`config.mk`:
```
export PLATFORM = sky130hd
export DESIGN_NAME = quad_timer_counter_capture
export DESIGN_NICKNAME = d
export VERILOG_FILES = /design/src/include/qtc_pkg.sv /design/src/rtl/pin_sync_edge.sv /design/src/rtl/quad_timer_counter_capture.sv
export VERILOG_INCLUDE_DIRS = /design/src /design/src/include
export SDC_FILE = /design/constraint.sdc
export NUM_CORES = 1
export LEC_CHECK = 0
export BUFFER_PORTS_ARGS = -buffer_cell sky130_fd_sc_hd__buf_2
export CAP_MARGIN = 20
export CORE_MARGIN = 2
export CORE_UTILIZATION = 50
export CTS_BUF_LIST = sky130_fd_sc_hd__clkbuf_4 sky130_fd_sc_hd__clkbuf_8 sky130_fd_sc_hd__clkbuf_16
export DETAILED_ROUTE_END_ITERATION = 6
export GPL_TIMING_DRIVEN = 0
export HOLD_SLACK_MARGIN = 0.06
export PLACE_DENSITY = 0.79
export SLEW_MARGIN = 10
export SYNTH_ARGS = -nofsm -noshare
export SYNTH_HDL_FRONTEND = slang
export SYNTH_HIERARCHICAL = 1
export SYNTH_SLANG_ARGS = --single-unit
```
`constraint.sdc`:
```
create_clock -name clk_sys -period 5.2 [get_ports clk_sys]
set_input_delay 0.78 -clock clk_sys [delete_from_list [all_inputs] [get_ports clk_sys]]
set_output_delay 0.78 -clock clk_sys [all_outputs]
set_load 0.1 [all_outputs]
```
`src/include/qtc_defs.svh`:
```
// register offsets, field positions, codes and reset values of the quad timer
`ifndef QTC_DEFS_SVH
`define QTC_DEFS_SVH

// ==========================================================
// byte offsets on the register bus
`define QTC_OFF_MODE0 8'h00
`define QTC_OFF_MODE1 8'h04
`define QTC_OFF_MODE2 8'h08
`define QTC_OFF_MODE3 8'h0C
`define QTC_OFF_CNT0 8'h10
`define QTC_OFF_DATA1 8'h14
`define QTC_OFF_CNT1 8'h18
`define QTC_OFF_DATA2 8'h1C
`define QTC_OFF_CNT2 8'h20
`define QTC_OFF_DATA3 8'h24
`define QTC_OFF_CNT3 8'h28
`define QTC_OFF_EDGE 8'h2C
`define QTC_OFF_PORT 8'h30
`define QTC_OFF_FLAG 8'h34

// ==========================================================
// field positions
`define QTC_RUN_BIT 3
`define QTC_PWM_BIT 4
`define QTC_CAP_BIT 5
`define QTC_CASC_BIT 6
`define QTC_EVT_SEL_BIT 0
`define QTC_ROUTE_BIT 1

// ==========================================================
// codes and reset values
`define QTC_EVT_CODE 3'b111
`define QTC_CASC_CODE 2'b11
`define QTC_EDGE_FALL 2'b00
`define QTC_EDGE_RISE 2'b01
`define QTC_PRE_W 11
`define QTC_BYTE_RST 8'h00
`define QTC_PORT_RST 2'b00
`define QTC_WORD_RST 32'h0000_0000

`endif

```
`src/include/qtc_pkg.sv`:
```
// types of the quad timer block
`default_nettype none
`include "qtc_defs.svh"

package qtc_pkg;

  typedef logic [7:0] byte_t;

  // ==========================================================
  // whole state of the timer block
  typedef struct packed {
    logic [`QTC_PRE_W-1:0] prescale;
    logic [3:0][7:0] count;
    logic [3:0][7:0] data;
    logic [3:0][7:0] capture;
    logic [3:0][7:0] mode;
    byte_t edgeSel;
    logic [1:0] portFunc;
    byte_t flags;
    logic cmpOut;
    logic ack;
    logic [31:0] rdData;
  } qtc_state_s;

  // ==========================================================
  // state of one pin synchroniser
  typedef struct packed {
    logic meta;
    logic sync;
    logic last;
  } sync_state_s;

endpackage

`default_nettype wire

```
`src/rtl/pin_sync_edge.sv`:
```
// two-flop pin synchroniser with edge detection
`timescale 1ns/1ps
`default_nettype none

module pin_sync_edge (
  input wire logic clk_sys,
  input wire logic rstSyncB,
  input wire logic pinIn,
  output logic rise,
  output logic fall
);

  qtc_pkg::sync_state_s s_r;
  qtc_pkg::sync_state_s s_nxt;

  // ==========================================================
  // state
  always_comb begin
    s_nxt = s_r;
    s_nxt.meta = pinIn;
    s_nxt.sync = s_r.meta;
    s_nxt.last = s_r.sync;
  end

  always_ff @(posedge clk_sys or negedge rstSyncB) begin
    if (!rstSyncB) begin
      s_r <= '0;
    end else begin
      s_r <= s_nxt;
    end
  end

  // only the second and third stage are looked at
  assign rise = s_r.sync & ~s_r.last;
  assign fall = ~s_r.sync & s_r.last;
endmodule // pin_sync_edge

`default_nettype wire

```
`src/rtl/quad_timer_counter_capture.sv`:
```
// four 8-bit timer/counters with cascade, capture and compare output
// What this block does
// - four independent 8-bit timers, each with count and match data register
// - timers 0/2 divide by 2..2048 on 3 bits; timers 1/3 by 1, 2, 8
// - count rises from zero to match, then clears on next tick, flag latched
// - timer zero data and count share one address: write data, read count
// - only timer zero counts rising edges of the event pin when selected
// - mode from cascade bit, capture bit, clock codes; 111 event, cascade needs 11
// - cascaded pair is a 16-bit counter; match flags only the lower timer
// - in capture mode counting and match flag continue as usual
// - selected capture edge copies count to capture register, then clears count
// - capture edge falling, rising or both; each such edge sets pin flag
// - timer zero shared address reads capture in capture mode, else count
// - timer one count/capture share a read address; data sits elsewhere
// - cascaded capture works over the full 16-bit count
// - in compare output mode each timer two match drives the compare pin, unless timer three has its PWM bit set
// - compare pin toggles per match, giving a 50/50 square wave
//
// The Wishbone interface to the registers and the register offsets are this design's own decisions.
`timescale 1ns/1ps
`default_nettype none
`include "qtc_defs.svh"

module quad_timer_counter_capture #(
  parameter int ADDR_W = 8
) (
  input wire logic clk_sys,
  input wire logic rst_b,
  input wire logic [ADDR_W-1:0] wb_adr_i,
  input wire logic [31:0] wb_dat_i,
  output logic [31:0] wb_dat_o,
  input wire logic [3:0] wb_sel_i,
  input wire logic wb_we_i,
  input wire logic wb_cyc_i,
  input wire logic wb_stb_i,
  output logic wb_ack_o,
  input wire logic eventCountPin,
  input wire logic [3:0] captureEdgePin,
  output logic compareOutputPin,
  output logic [3:0] timerIrqFlag,
  output logic [3:0] captureIrqFlag
);

  // ==========================================================
  // reset release
  logic [1:0] rstPipe_r;
  logic rstSyncB;

  always_ff @(posedge clk_sys or negedge rst_b) begin
    if (!rst_b) begin
      rstPipe_r <= 2'b00;
    end else begin
      rstPipe_r <= {rstPipe_r[0], 1'b1};
    end
  end
  assign rstSyncB = rstPipe_r[1];

  // ==========================================================
  // pin synchronisers
  logic evRise;
  logic [3:0] capRise;
  logic [3:0] capFall;

  pin_sync_edge u_evt_sync (
    .clk_sys(clk_sys),
    .rstSyncB(rstSyncB),
    .pinIn(eventCountPin),
    .rise(evRise),
    .fall()
  );

  for (genvar g = 0; g < 4; g++) begin : g_cap_sync
    pin_sync_edge u_cap_sync (
      .clk_sys(clk_sys),
      .rstSyncB(rstSyncB),
      .pinIn(captureEdgePin[g]),
      .rise(capRise[g]),
      .fall(capFall[g])
    );
  end

  // ==========================================================
  // clock sources and mode decode
  qtc_pkg::qtc_state_s s_r;
  qtc_pkg::qtc_state_s s_nxt;

  function automatic logic evenDiv(input logic [2:0] code, input logic [`QTC_PRE_W-1:0] pre);
    unique case (code)
      3'b000: return pre[0];
      3'b001: return &pre[1:0];
      3'b010: return &pre[2:0];
      3'b011: return &pre[4:0];
      3'b100: return &pre[6:0];
      3'b101: return &pre[8:0];
      3'b110: return &pre[10:0];
      3'b111: return 1'b0;
    endcase
  endfunction

  function automatic logic oddDiv(input logic [1:0] code, input logic [`QTC_PRE_W-1:0] pre);
    unique case (code)
      2'b00: return 1'b1;
      2'b01: return pre[0];
      2'b10: return &pre[2:0];
      2'b11: return 1'b0;
    endcase
  endfunction

  logic [3:0] srcTick;
  logic [3:0] tickT;
  logic [1:0] casc;
  logic [3:0] qualEdge;
  logic [3:0] capHit;
  logic [3:0] matchEv;
  logic cmpEn;
  logic [7:0] rd0Exp;

  always_comb begin
    logic [1:0] es;
    es = 2'b00;
    // event counting only on timer zero; code 111 elsewhere stops the timer
    srcTick[0] = (s_r.mode[0][2:0] == `QTC_EVT_CODE) ?
      (s_r.portFunc[`QTC_EVT_SEL_BIT] & evRise) : evenDiv(s_r.mode[0][2:0], s_r.prescale);
    srcTick[1] = oddDiv(s_r.mode[1][1:0], s_r.prescale);
    srcTick[2] = evenDiv(s_r.mode[2][2:0], s_r.prescale);
    srcTick[3] = oddDiv(s_r.mode[3][1:0], s_r.prescale);
    for (int i = 0; i < 4; i++) begin
      tickT[i] = s_r.mode[i][`QTC_RUN_BIT] & srcTick[i];
      es = s_r.edgeSel[2*i +: 2];
      if (es == `QTC_EDGE_FALL) begin
        qualEdge[i] = capFall[i];
      end else if (es == `QTC_EDGE_RISE) begin
        qualEdge[i] = capRise[i];
      end else begin
        qualEdge[i] = capRise[i] | capFall[i];
      end
      capHit[i] = qualEdge[i] & s_r.mode[i][`QTC_CAP_BIT];
    end
    for (int p = 0; p < 2; p++) begin
      casc[p] = s_r.mode[2*p+1][`QTC_CASC_BIT] & (s_r.mode[2*p+1][1:0] == `QTC_CASC_CODE);
      if (casc[p]) begin
        matchEv[2*p] = tickT[2*p] &
          ({s_r.count[2*p+1], s_r.count[2*p]} == {s_r.data[2*p+1], s_r.data[2*p]});
        matchEv[2*p+1] = 1'b0;
      end else begin
        matchEv[2*p] = tickT[2*p] & (s_r.count[2*p] == s_r.data[2*p]);
        matchEv[2*p+1] = tickT[2*p+1] & (s_r.count[2*p+1] == s_r.data[2*p+1]);
      end
    end
    cmpEn = s_r.portFunc[`QTC_ROUTE_BIT] & ~s_r.mode[3][`QTC_PWM_BIT];
    rd0Exp = s_r.mode[0][`QTC_CAP_BIT] ? s_r.capture[0] : s_r.count[0];
  end

  // ==========================================================
  // next state
  logic busReq;
  assign busReq = wb_cyc_i & wb_stb_i & ~s_r.ack;

  always_comb begin
    logic [15:0] c16;
    logic [7:0] clrF;
    c16 = 16'h0000;
    clrF = 8'h00;
    s_nxt = s_r;
    s_nxt.prescale = `QTC_PRE_W'(s_r.prescale + 11'h001);

    for (int p = 0; p < 2; p++) begin
      if (casc[p]) begin
        c16 = {s_r.count[2*p+1], s_r.count[2*p]};
        if (tickT[2*p]) begin
          c16 = matchEv[2*p] ? 16'h0000 : 16'(c16 + 16'h0001);
        end
        // capture wins over a tick landing in the same cycle
        if (capHit[2*p]) begin
          s_nxt.capture[2*p+1] = s_r.count[2*p+1];
          s_nxt.capture[2*p] = s_r.count[2*p];
          c16 = 16'h0000;
        end
        s_nxt.count[2*p+1] = c16[15:8];
        s_nxt.count[2*p] = c16[7:0];
      end else begin
        for (int k = 2*p; k < 2*p+2; k++) begin
          if (tickT[k]) begin
            s_nxt.count[k] = matchEv[k] ? 8'h00 : 8'(s_r.count[k] + 8'h01);
          end
          if (capHit[k]) begin
            s_nxt.capture[k] = s_r.count[k];
            s_nxt.count[k] = 8'h00;
          end
        end
      end
    end

    if (matchEv[2] && cmpEn) begin
      s_nxt.cmpOut = ~s_r.cmpOut;
    end

    // register bus: one wait state, data in the low byte lane
    s_nxt.ack = busReq;
    if (busReq && wb_we_i && wb_sel_i[0]) begin
      case (wb_adr_i[7:0])
        `QTC_OFF_MODE0: s_nxt.mode[0] = wb_dat_i[7:0];
        `QTC_OFF_MODE1: s_nxt.mode[1] = wb_dat_i[7:0];
        `QTC_OFF_MODE2: s_nxt.mode[2] = wb_dat_i[7:0];
        `QTC_OFF_MODE3: s_nxt.mode[3] = wb_dat_i[7:0];
        `QTC_OFF_CNT0: s_nxt.data[0] = wb_dat_i[7:0];
        `QTC_OFF_DATA1: s_nxt.data[1] = wb_dat_i[7:0];
        `QTC_OFF_DATA2: s_nxt.data[2] = wb_dat_i[7:0];
        `QTC_OFF_DATA3: s_nxt.data[3] = wb_dat_i[7:0];
        `QTC_OFF_EDGE: s_nxt.edgeSel = wb_dat_i[7:0];
        `QTC_OFF_PORT: s_nxt.portFunc = wb_dat_i[1:0];
        `QTC_OFF_FLAG: clrF = wb_dat_i[7:0];
        default: clrF = 8'h00;
      endcase
    end
    if (busReq && !wb_we_i) begin
      s_nxt.rdData = `QTC_WORD_RST;
      case (wb_adr_i[7:0])
        `QTC_OFF_MODE0: s_nxt.rdData[7:0] = s_r.mode[0];
        `QTC_OFF_MODE1: s_nxt.rdData[7:0] = s_r.mode[1];
        `QTC_OFF_MODE2: s_nxt.rdData[7:0] = s_r.mode[2];
        `QTC_OFF_MODE3: s_nxt.rdData[7:0] = s_r.mode[3];
        `QTC_OFF_CNT0: s_nxt.rdData[7:0] = rd0Exp;
        `QTC_OFF_DATA1: s_nxt.rdData[7:0] = s_r.data[1];
        `QTC_OFF_CNT1: s_nxt.rdData[7:0] = s_r.mode[1][`QTC_CAP_BIT] ? s_r.capture[1] : s_r.count[1];
        `QTC_OFF_DATA2: s_nxt.rdData[7:0] = s_r.data[2];
        `QTC_OFF_CNT2: s_nxt.rdData[7:0] = s_r.mode[2][`QTC_CAP_BIT] ? s_r.capture[2] : s_r.count[2];
        `QTC_OFF_DATA3: s_nxt.rdData[7:0] = s_r.data[3];
        `QTC_OFF_CNT3: s_nxt.rdData[7:0] = s_r.mode[3][`QTC_CAP_BIT] ? s_r.capture[3] : s_r.count[3];
        `QTC_OFF_EDGE: s_nxt.rdData[7:0] = s_r.edgeSel;
        `QTC_OFF_PORT: s_nxt.rdData[1:0] = s_r.portFunc;
        `QTC_OFF_FLAG: s_nxt.rdData[7:0] = s_r.flags;
        default: s_nxt.rdData = `QTC_WORD_RST;
      endcase
    end

    // a new event beats a clear written in the same cycle
    s_nxt.flags = (s_r.flags & ~clrF) | {qualEdge, matchEv};
  end

  always_ff @(posedge clk_sys or negedge rstSyncB) begin
    if (!rstSyncB) begin
      s_r <= '0;
    end else begin
      s_r <= s_nxt;
    end
  end

  assign wb_dat_o = s_r.rdData;
  assign wb_ack_o = s_r.ack;
  assign compareOutputPin = s_r.cmpOut;
  assign timerIrqFlag = s_r.flags[3:0];
  assign captureIrqFlag = s_r.flags[7:4];
endmodule // quad_timer_counter_capture

`default_nettype wire

```
# Yosys cells after proc, flatten, opt, wreduce, memory -nomap -nowiden
# Cells that the tools add are included.
dict set report op_classes {
  addsub 7
  n_eq_ne 47
  muxes 51
  n_bitwise 48
  n_reduce_logical 40
}
# operator count
set ops {}
lappend ops {{16-bit two-way mux} 12}
lappend ops {{8-bit two-way mux} 22}
lappend ops {{6-bit case mux with 13 select lines} 1}
lappend ops {{8-bit by 6-bit equality test with 1-bit output, second input constant} 6}
lappend ops {{16-bit by 1-bit adder with 16-bit output, second input constant} 2}
lappend ops {{8-bit by 1-bit adder with 8-bit output, second input constant} 4}
lappend ops {{16-bit equality test} 2}
lappend ops {{8-bit by 5-bit equality test with 1-bit output, second input constant} 4}
lappend ops {{8-bit equality test} 4}
lappend ops {{2-bit AND reduction} 15}
lappend ops {{1-bit bitwise AND} 29}
lappend ops {{2-bit case mux with 14 select lines} 1}
lappend ops {{3-bit equality test, second input constant} 8}
lappend ops {{8-bit by 4-bit equality test with 1-bit output, second input constant} 2}
lappend ops {{2-bit by 1-bit equality test with 1-bit output, second input constant} 6}
lappend ops {{3-bit by 2-bit equality test with 1-bit output, second input constant} 4}
lappend ops {{2-bit zero test} 6}
lappend ops {{1-bit inverter} 12}
lappend ops {{11-bit by 1-bit adder with 11-bit output, second input constant} 1}
lappend ops {{11-bit AND reduction} 1}
lappend ops {{1-bit two-way mux} 9}
lappend ops {{9-bit AND reduction} 1}
lappend ops {{8-bit bitwise AND} 1}
lappend ops {{2-bit equality test, second input constant} 4}
lappend ops {{20 further kinds} 36}
dict set report word_totals {
  ff_bits 184
  output_inout_bits 42
  elab_cells 232
}

# Logic depth before layout (Yosys ltp)
dict set report depth {
  depth_word 11
  ltp_mapped 11
  depth_no_buf 10
}

# By module
# Netlist, hierarchy kept.
# module n_inst cells_per_inst area_per_inst_um2 seq_area_each_um2
set by_module_without_submodules {}
lappend by_module_without_submodules {quad_timer_counter_capture 1 860 9286.4 4229.1}
lappend by_module_without_submodules {pin_sync_edge 5 5 90.1 75.1}

# Worst setup path before layout
# OpenSTA, ideal clock, no wires.
dict set report synth_path {
  kind {reg2reg}
  startpoint {reg s_r[180] (netlist bit)}
  endpoint {reg s_r[176] (netlist bit)}
  setup_time_ns 0.099
  t_arrival_ns 2.574
  required_ns 5.101
  slack_ns 2.527
  path_stages_with_launch 12
  path_buffers 2
  synth_period_minus_slack_ns 2.673
  path_cell_list {dfrtp_1 > ha_1 > and3_1 > ha_1 > mux4_2 > o21ai_1 > a31o_1 > buf_6 > a22oi_4 > buf_2 > and4_1 > a311oi_1}
}
dict set report synth_between {
  elab_chain_len 9
}
# item line
set synth_rtl {}
lappend synth_rtl {{start: declaration} quad_timer_counter_capture.sv:84} ;# qtc_pkg::qtc_state_s s_r;
lappend synth_rtl {{start signal: assignment} quad_timer_counter_capture.sv:245} ;# s_r <= s_nxt;
lappend synth_rtl {{11-bit AND reduction, or another cell as far along} quad_timer_counter_capture.sv:95} ;# 3'b110: return &pre[10:0];
lappend synth_rtl {{1-bit case mux with 8 select lines or 1-bit case mux with 4 select lines (tied branches)} {quad_timer_counter_capture.sv:88, quad_timer_counter_capture.sv:101}}
lappend synth_rtl {{1-bit bitwise AND} quad_timer_counter_capture.sv:128} ;# tickT[i] = s_r.mode[i][`QTC_RUN_BIT] & srcTick[i];
lappend synth_rtl {{1-bit bitwise AND (on tied branches)} {quad_timer_counter_capture.sv:146, quad_timer_counter_capture.sv:142, quad_timer_counter_capture.sv:147}}
lappend synth_rtl {{2-bit two-way mux} quad_timer_counter_capture.sv:141} ;# if (casc[p]) begin
lappend synth_rtl {{16-bit two-way mux or 8-bit two-way mux (tied branches)} {quad_timer_counter_capture.sv:171, quad_timer_counter_capture.sv:184}}
lappend synth_rtl {{16-bit two-way mux or 8-bit two-way mux (tied branches)} {quad_timer_counter_capture.sv:170, quad_timer_counter_capture.sv:183}}
lappend synth_rtl {{16-bit two-way mux or 8-bit two-way mux (tied branches)} {quad_timer_counter_capture.sv:174, quad_timer_counter_capture.sv:186}}
lappend synth_rtl {{16-bit two-way mux} quad_timer_counter_capture.sv:168} ;# if (casc[p]) begin
# Parallel ways exist; a longest one is shown, timed or not. The select of a mux whose other input is x is not followed.
# A chain may end at the register's enable or synchronous reset.

# Worst setup path after layout
dict set report layout_path {
  startpoint {reg s_r[180] (netlist bit)}
  endpoint {reg s_r[162] (netlist bit)}
}
dict set report layout_between {
  elab_chain_len 10
}
# item line
set layout_rtl {}
lappend layout_rtl {{11-bit AND reduction, or another cell as far along} quad_timer_counter_capture.sv:95}
lappend layout_rtl {{1-bit case mux with 7 select lines} quad_timer_counter_capture.sv:88} ;# unique case (code)
lappend layout_rtl {{1-bit two-way mux} quad_timer_counter_capture.sv:122} ;# srcTick[0] = (s_r.mode[0][2:0] == `QTC_EVT_CODE) ?
lappend layout_rtl {{1-bit bitwise AND} quad_timer_counter_capture.sv:128}
lappend layout_rtl {{1-bit bitwise AND (on tied branches)} {quad_timer_counter_capture.sv:146, quad_timer_counter_capture.sv:142}}
lappend layout_rtl {{2-bit two-way mux} quad_timer_counter_capture.sv:141}
lappend layout_rtl {{16-bit two-way mux} quad_timer_counter_capture.sv:171} ;# c16 = matchEv[2*p] ? 16'h0000 : 16'(c16 + 16'h0001);
lappend layout_rtl {{16-bit two-way mux} quad_timer_counter_capture.sv:170} ;# if (tickT[2*p]) begin
lappend layout_rtl {{16-bit two-way mux} quad_timer_counter_capture.sv:174} ;# if (capHit[2*p]) begin
lappend layout_rtl {{16-bit two-way mux} quad_timer_counter_capture.sv:168}
# Parallel ways exist; a longest one is shown, timed or not. The select of a mux whose other input is x is not followed.

==> metrics <==
Remaining DRCs=0; RR Startpoint=s_r[180]; synthesized area=0.009728 mm^2; Max Buffers Root-to-Sink=2; R2R depth=7; dpl hpwl=18680 um; CTS H-tree depth=4; via count=7512; Core Region=0.01927 mm^2; GRT Util Overall=26.13%; Die Width=143.5 um; Final setup viols=0; Util after Layout=57.13%; Iter 0 DRT Violations=780; power per cell area=286.9 mW/mm^2; crit path from=s_r[180]; post-CTS resize count=0; Placer Congestion=0.9662; CTS root buf=clkbuf_16; initial antenna violation count=2; Mapped Avg Cell Area=11.00 um^2; r2r endpoint=s_r[162]; dpl cells=1212; Setup crit end kind=flop; Hold Vio Cnt, Final=0; status=complete, no violations; number of global-route vias before repair=7070; die footprint=0.02059 mm^2; Avg Vias per Cell=6.039; Finished Layout Cells=1244; Tcrit/Tclk final=59.79%; Hold/Removal Path Class=input pin to asynchronous set/reset pin; largest net degree at the start of global routing=61; post-route total power=3159 uW; Antenna diodes=0; Critical Path AT=3.42 ns; Post-Place Worst Slack=1.922 ns; CP Launch Type=flop; R2R setup slack=2.09 ns; Syn Inst Count=884; critical path class=flop to flop; delay of the slowest critical-path stage=0.89 ns; wire per inst=20.89 um; filler cell count=1644; final wirelength=25980 um; critical-path maximum fanout=6; Max Freq=321.6 MHz; Final WS setup=2.091 ns; first-pass GRT wire length=40140 um; Initial Util=50.48%; Pleak=0.005136 uW; die height=143.5 um; minimum clock period=3.109 ns; I/O pin cnt=96; CTS buffer count=17; Final nets=1028; Worst VDD drop=224.0 uV; antenna viol nets, final=0; router iterations before antenna repair=6; Required @ worst endpoint=5.51 ns; share of layout cells above drive strength 1=27.37%; Post-CTS Repair Setup Buffers=0; Max Cap Viol=0; later-pin clock latency in the skew report=0.45 ns; Yosys warning count=6; setup tns final=0 ns; Reg clk slew, reported paths=0.07 ns; RSZ-0062 raised after global routing=false; clock sink count=184; final setup skew=0.01068 ns; IO buf count=36; Slew HR=22.19%; # hold bufs at CTS=0; crit-path cells=ha_1, nand4_2, o311ai_0, nor4b_2, nor2_1, a211oi_2, a311oi_1; Worst-Margin Slew=1.164 ns; CP max stage cell=o311ai_0; count of final max-slew check failures=0; row cnt=51; CTS tree=yes; area delta synth->final=13.17%; Overflow after GRT=0
-- cell usage in the layout (no fill, tap or decap), types with 5 or more instances in the layout --
master and count:
a21o_1 11, a21oi_1 33, a221oi_1 6, a222oi_1 5, a22o_1 7, a22oi_1 10, a311oi_1 6, a31oi_1 7
and3_1 18, buf_1 9, buf_2 40, buf_4 41, clkbuf_1 24, clkbuf_16 17, conb_1 25, dfrtp_1 183
ha_1 8, inv_1 8, mux2_2 114, mux2i_1 34, nand2_1 69, nand2b_1 7, nand3_1 19, nor2_1 44
nor2b_1 11, nor3_1 13, nor3_2 11, nor4_1 12, o21ai_0 24, o21ai_1 11, o22ai_1 22, o31ai_1 5
xor2_1 36
-- registers in the layout (all words and copies together) (netlist names) --
name	cells
g_cap_sync.u_cap_sync/s_nxt	8
u_evt_sync/s_nxt	2
captureIrqFlag	4
wb_ack_o	1
u_evt_sync/s_r	1
compareOutputPin	1
s_r	149
wb_dat_o	8
g_cap_sync.u_cap_sync/s_r	4
timerIrqFlag	4
rstPipe_r	2
-- layout make-up --
cell class	count	area (um^2)	share of cell area, %
inverter	8	30.03	0.2728
clock buffer	20	460.4	4.182
multi-input combinational	636	4725	42.91
tap	265	331.6	3.012
timing repair buffer	40	270.3	2.455
sequential	184	4608	41.86
buffer	79	466.7	4.239
clock inverter	12	117.6	1.068
-- routing by layer --
layer / global-route usage, % / vias to the layer above / routed length (um)
met2: 39.70 / 389 / 11630
met5: 0 / - / 0
li1: - / 3353 / -
met3: 6.798 / 71 / 2336
met4: 9.804 / 0 / 807
met1: 36.14 / 3699 / 11210
-- stage by stage --
stage               hold slack, ns  instance area, um^2
floorplan                   0.3311                 9816
global placement            0.3341                10330
detailed placement          0.2129                10430
CTS                         0.1026                11010
global route               0.09564                11010
finish                      0.1101                11010
-- critical path, delay by kind of cell, from the launching register on --
kind            cells  cell delay [ns]
compound gates      3             1.34
simple gates        3             0.90
flops               1             0.45
fa+ha+maj           1             0.29
-- power breakdown --
part	switching, uW	internal (uW)
combinational	296	93.9
clock	580	697
sequential	29.1	1460
total	906	2250
-- how the worst max path moves through the flow --
stage                     slack, ns  cells past startpoint                end
after detailed placement       1.92                      6           s_r[117]
final                          2.09                      7           s_r[162]
after CTS                      2.07                      7           s_r[158]
after floorplan                2.16                      0  captureIrqFlag[0]
after global placement         1.04                      0           s_r[159]
after global routing           1.89                      7           s_r[158]
(Power assumes the default switching activity.)
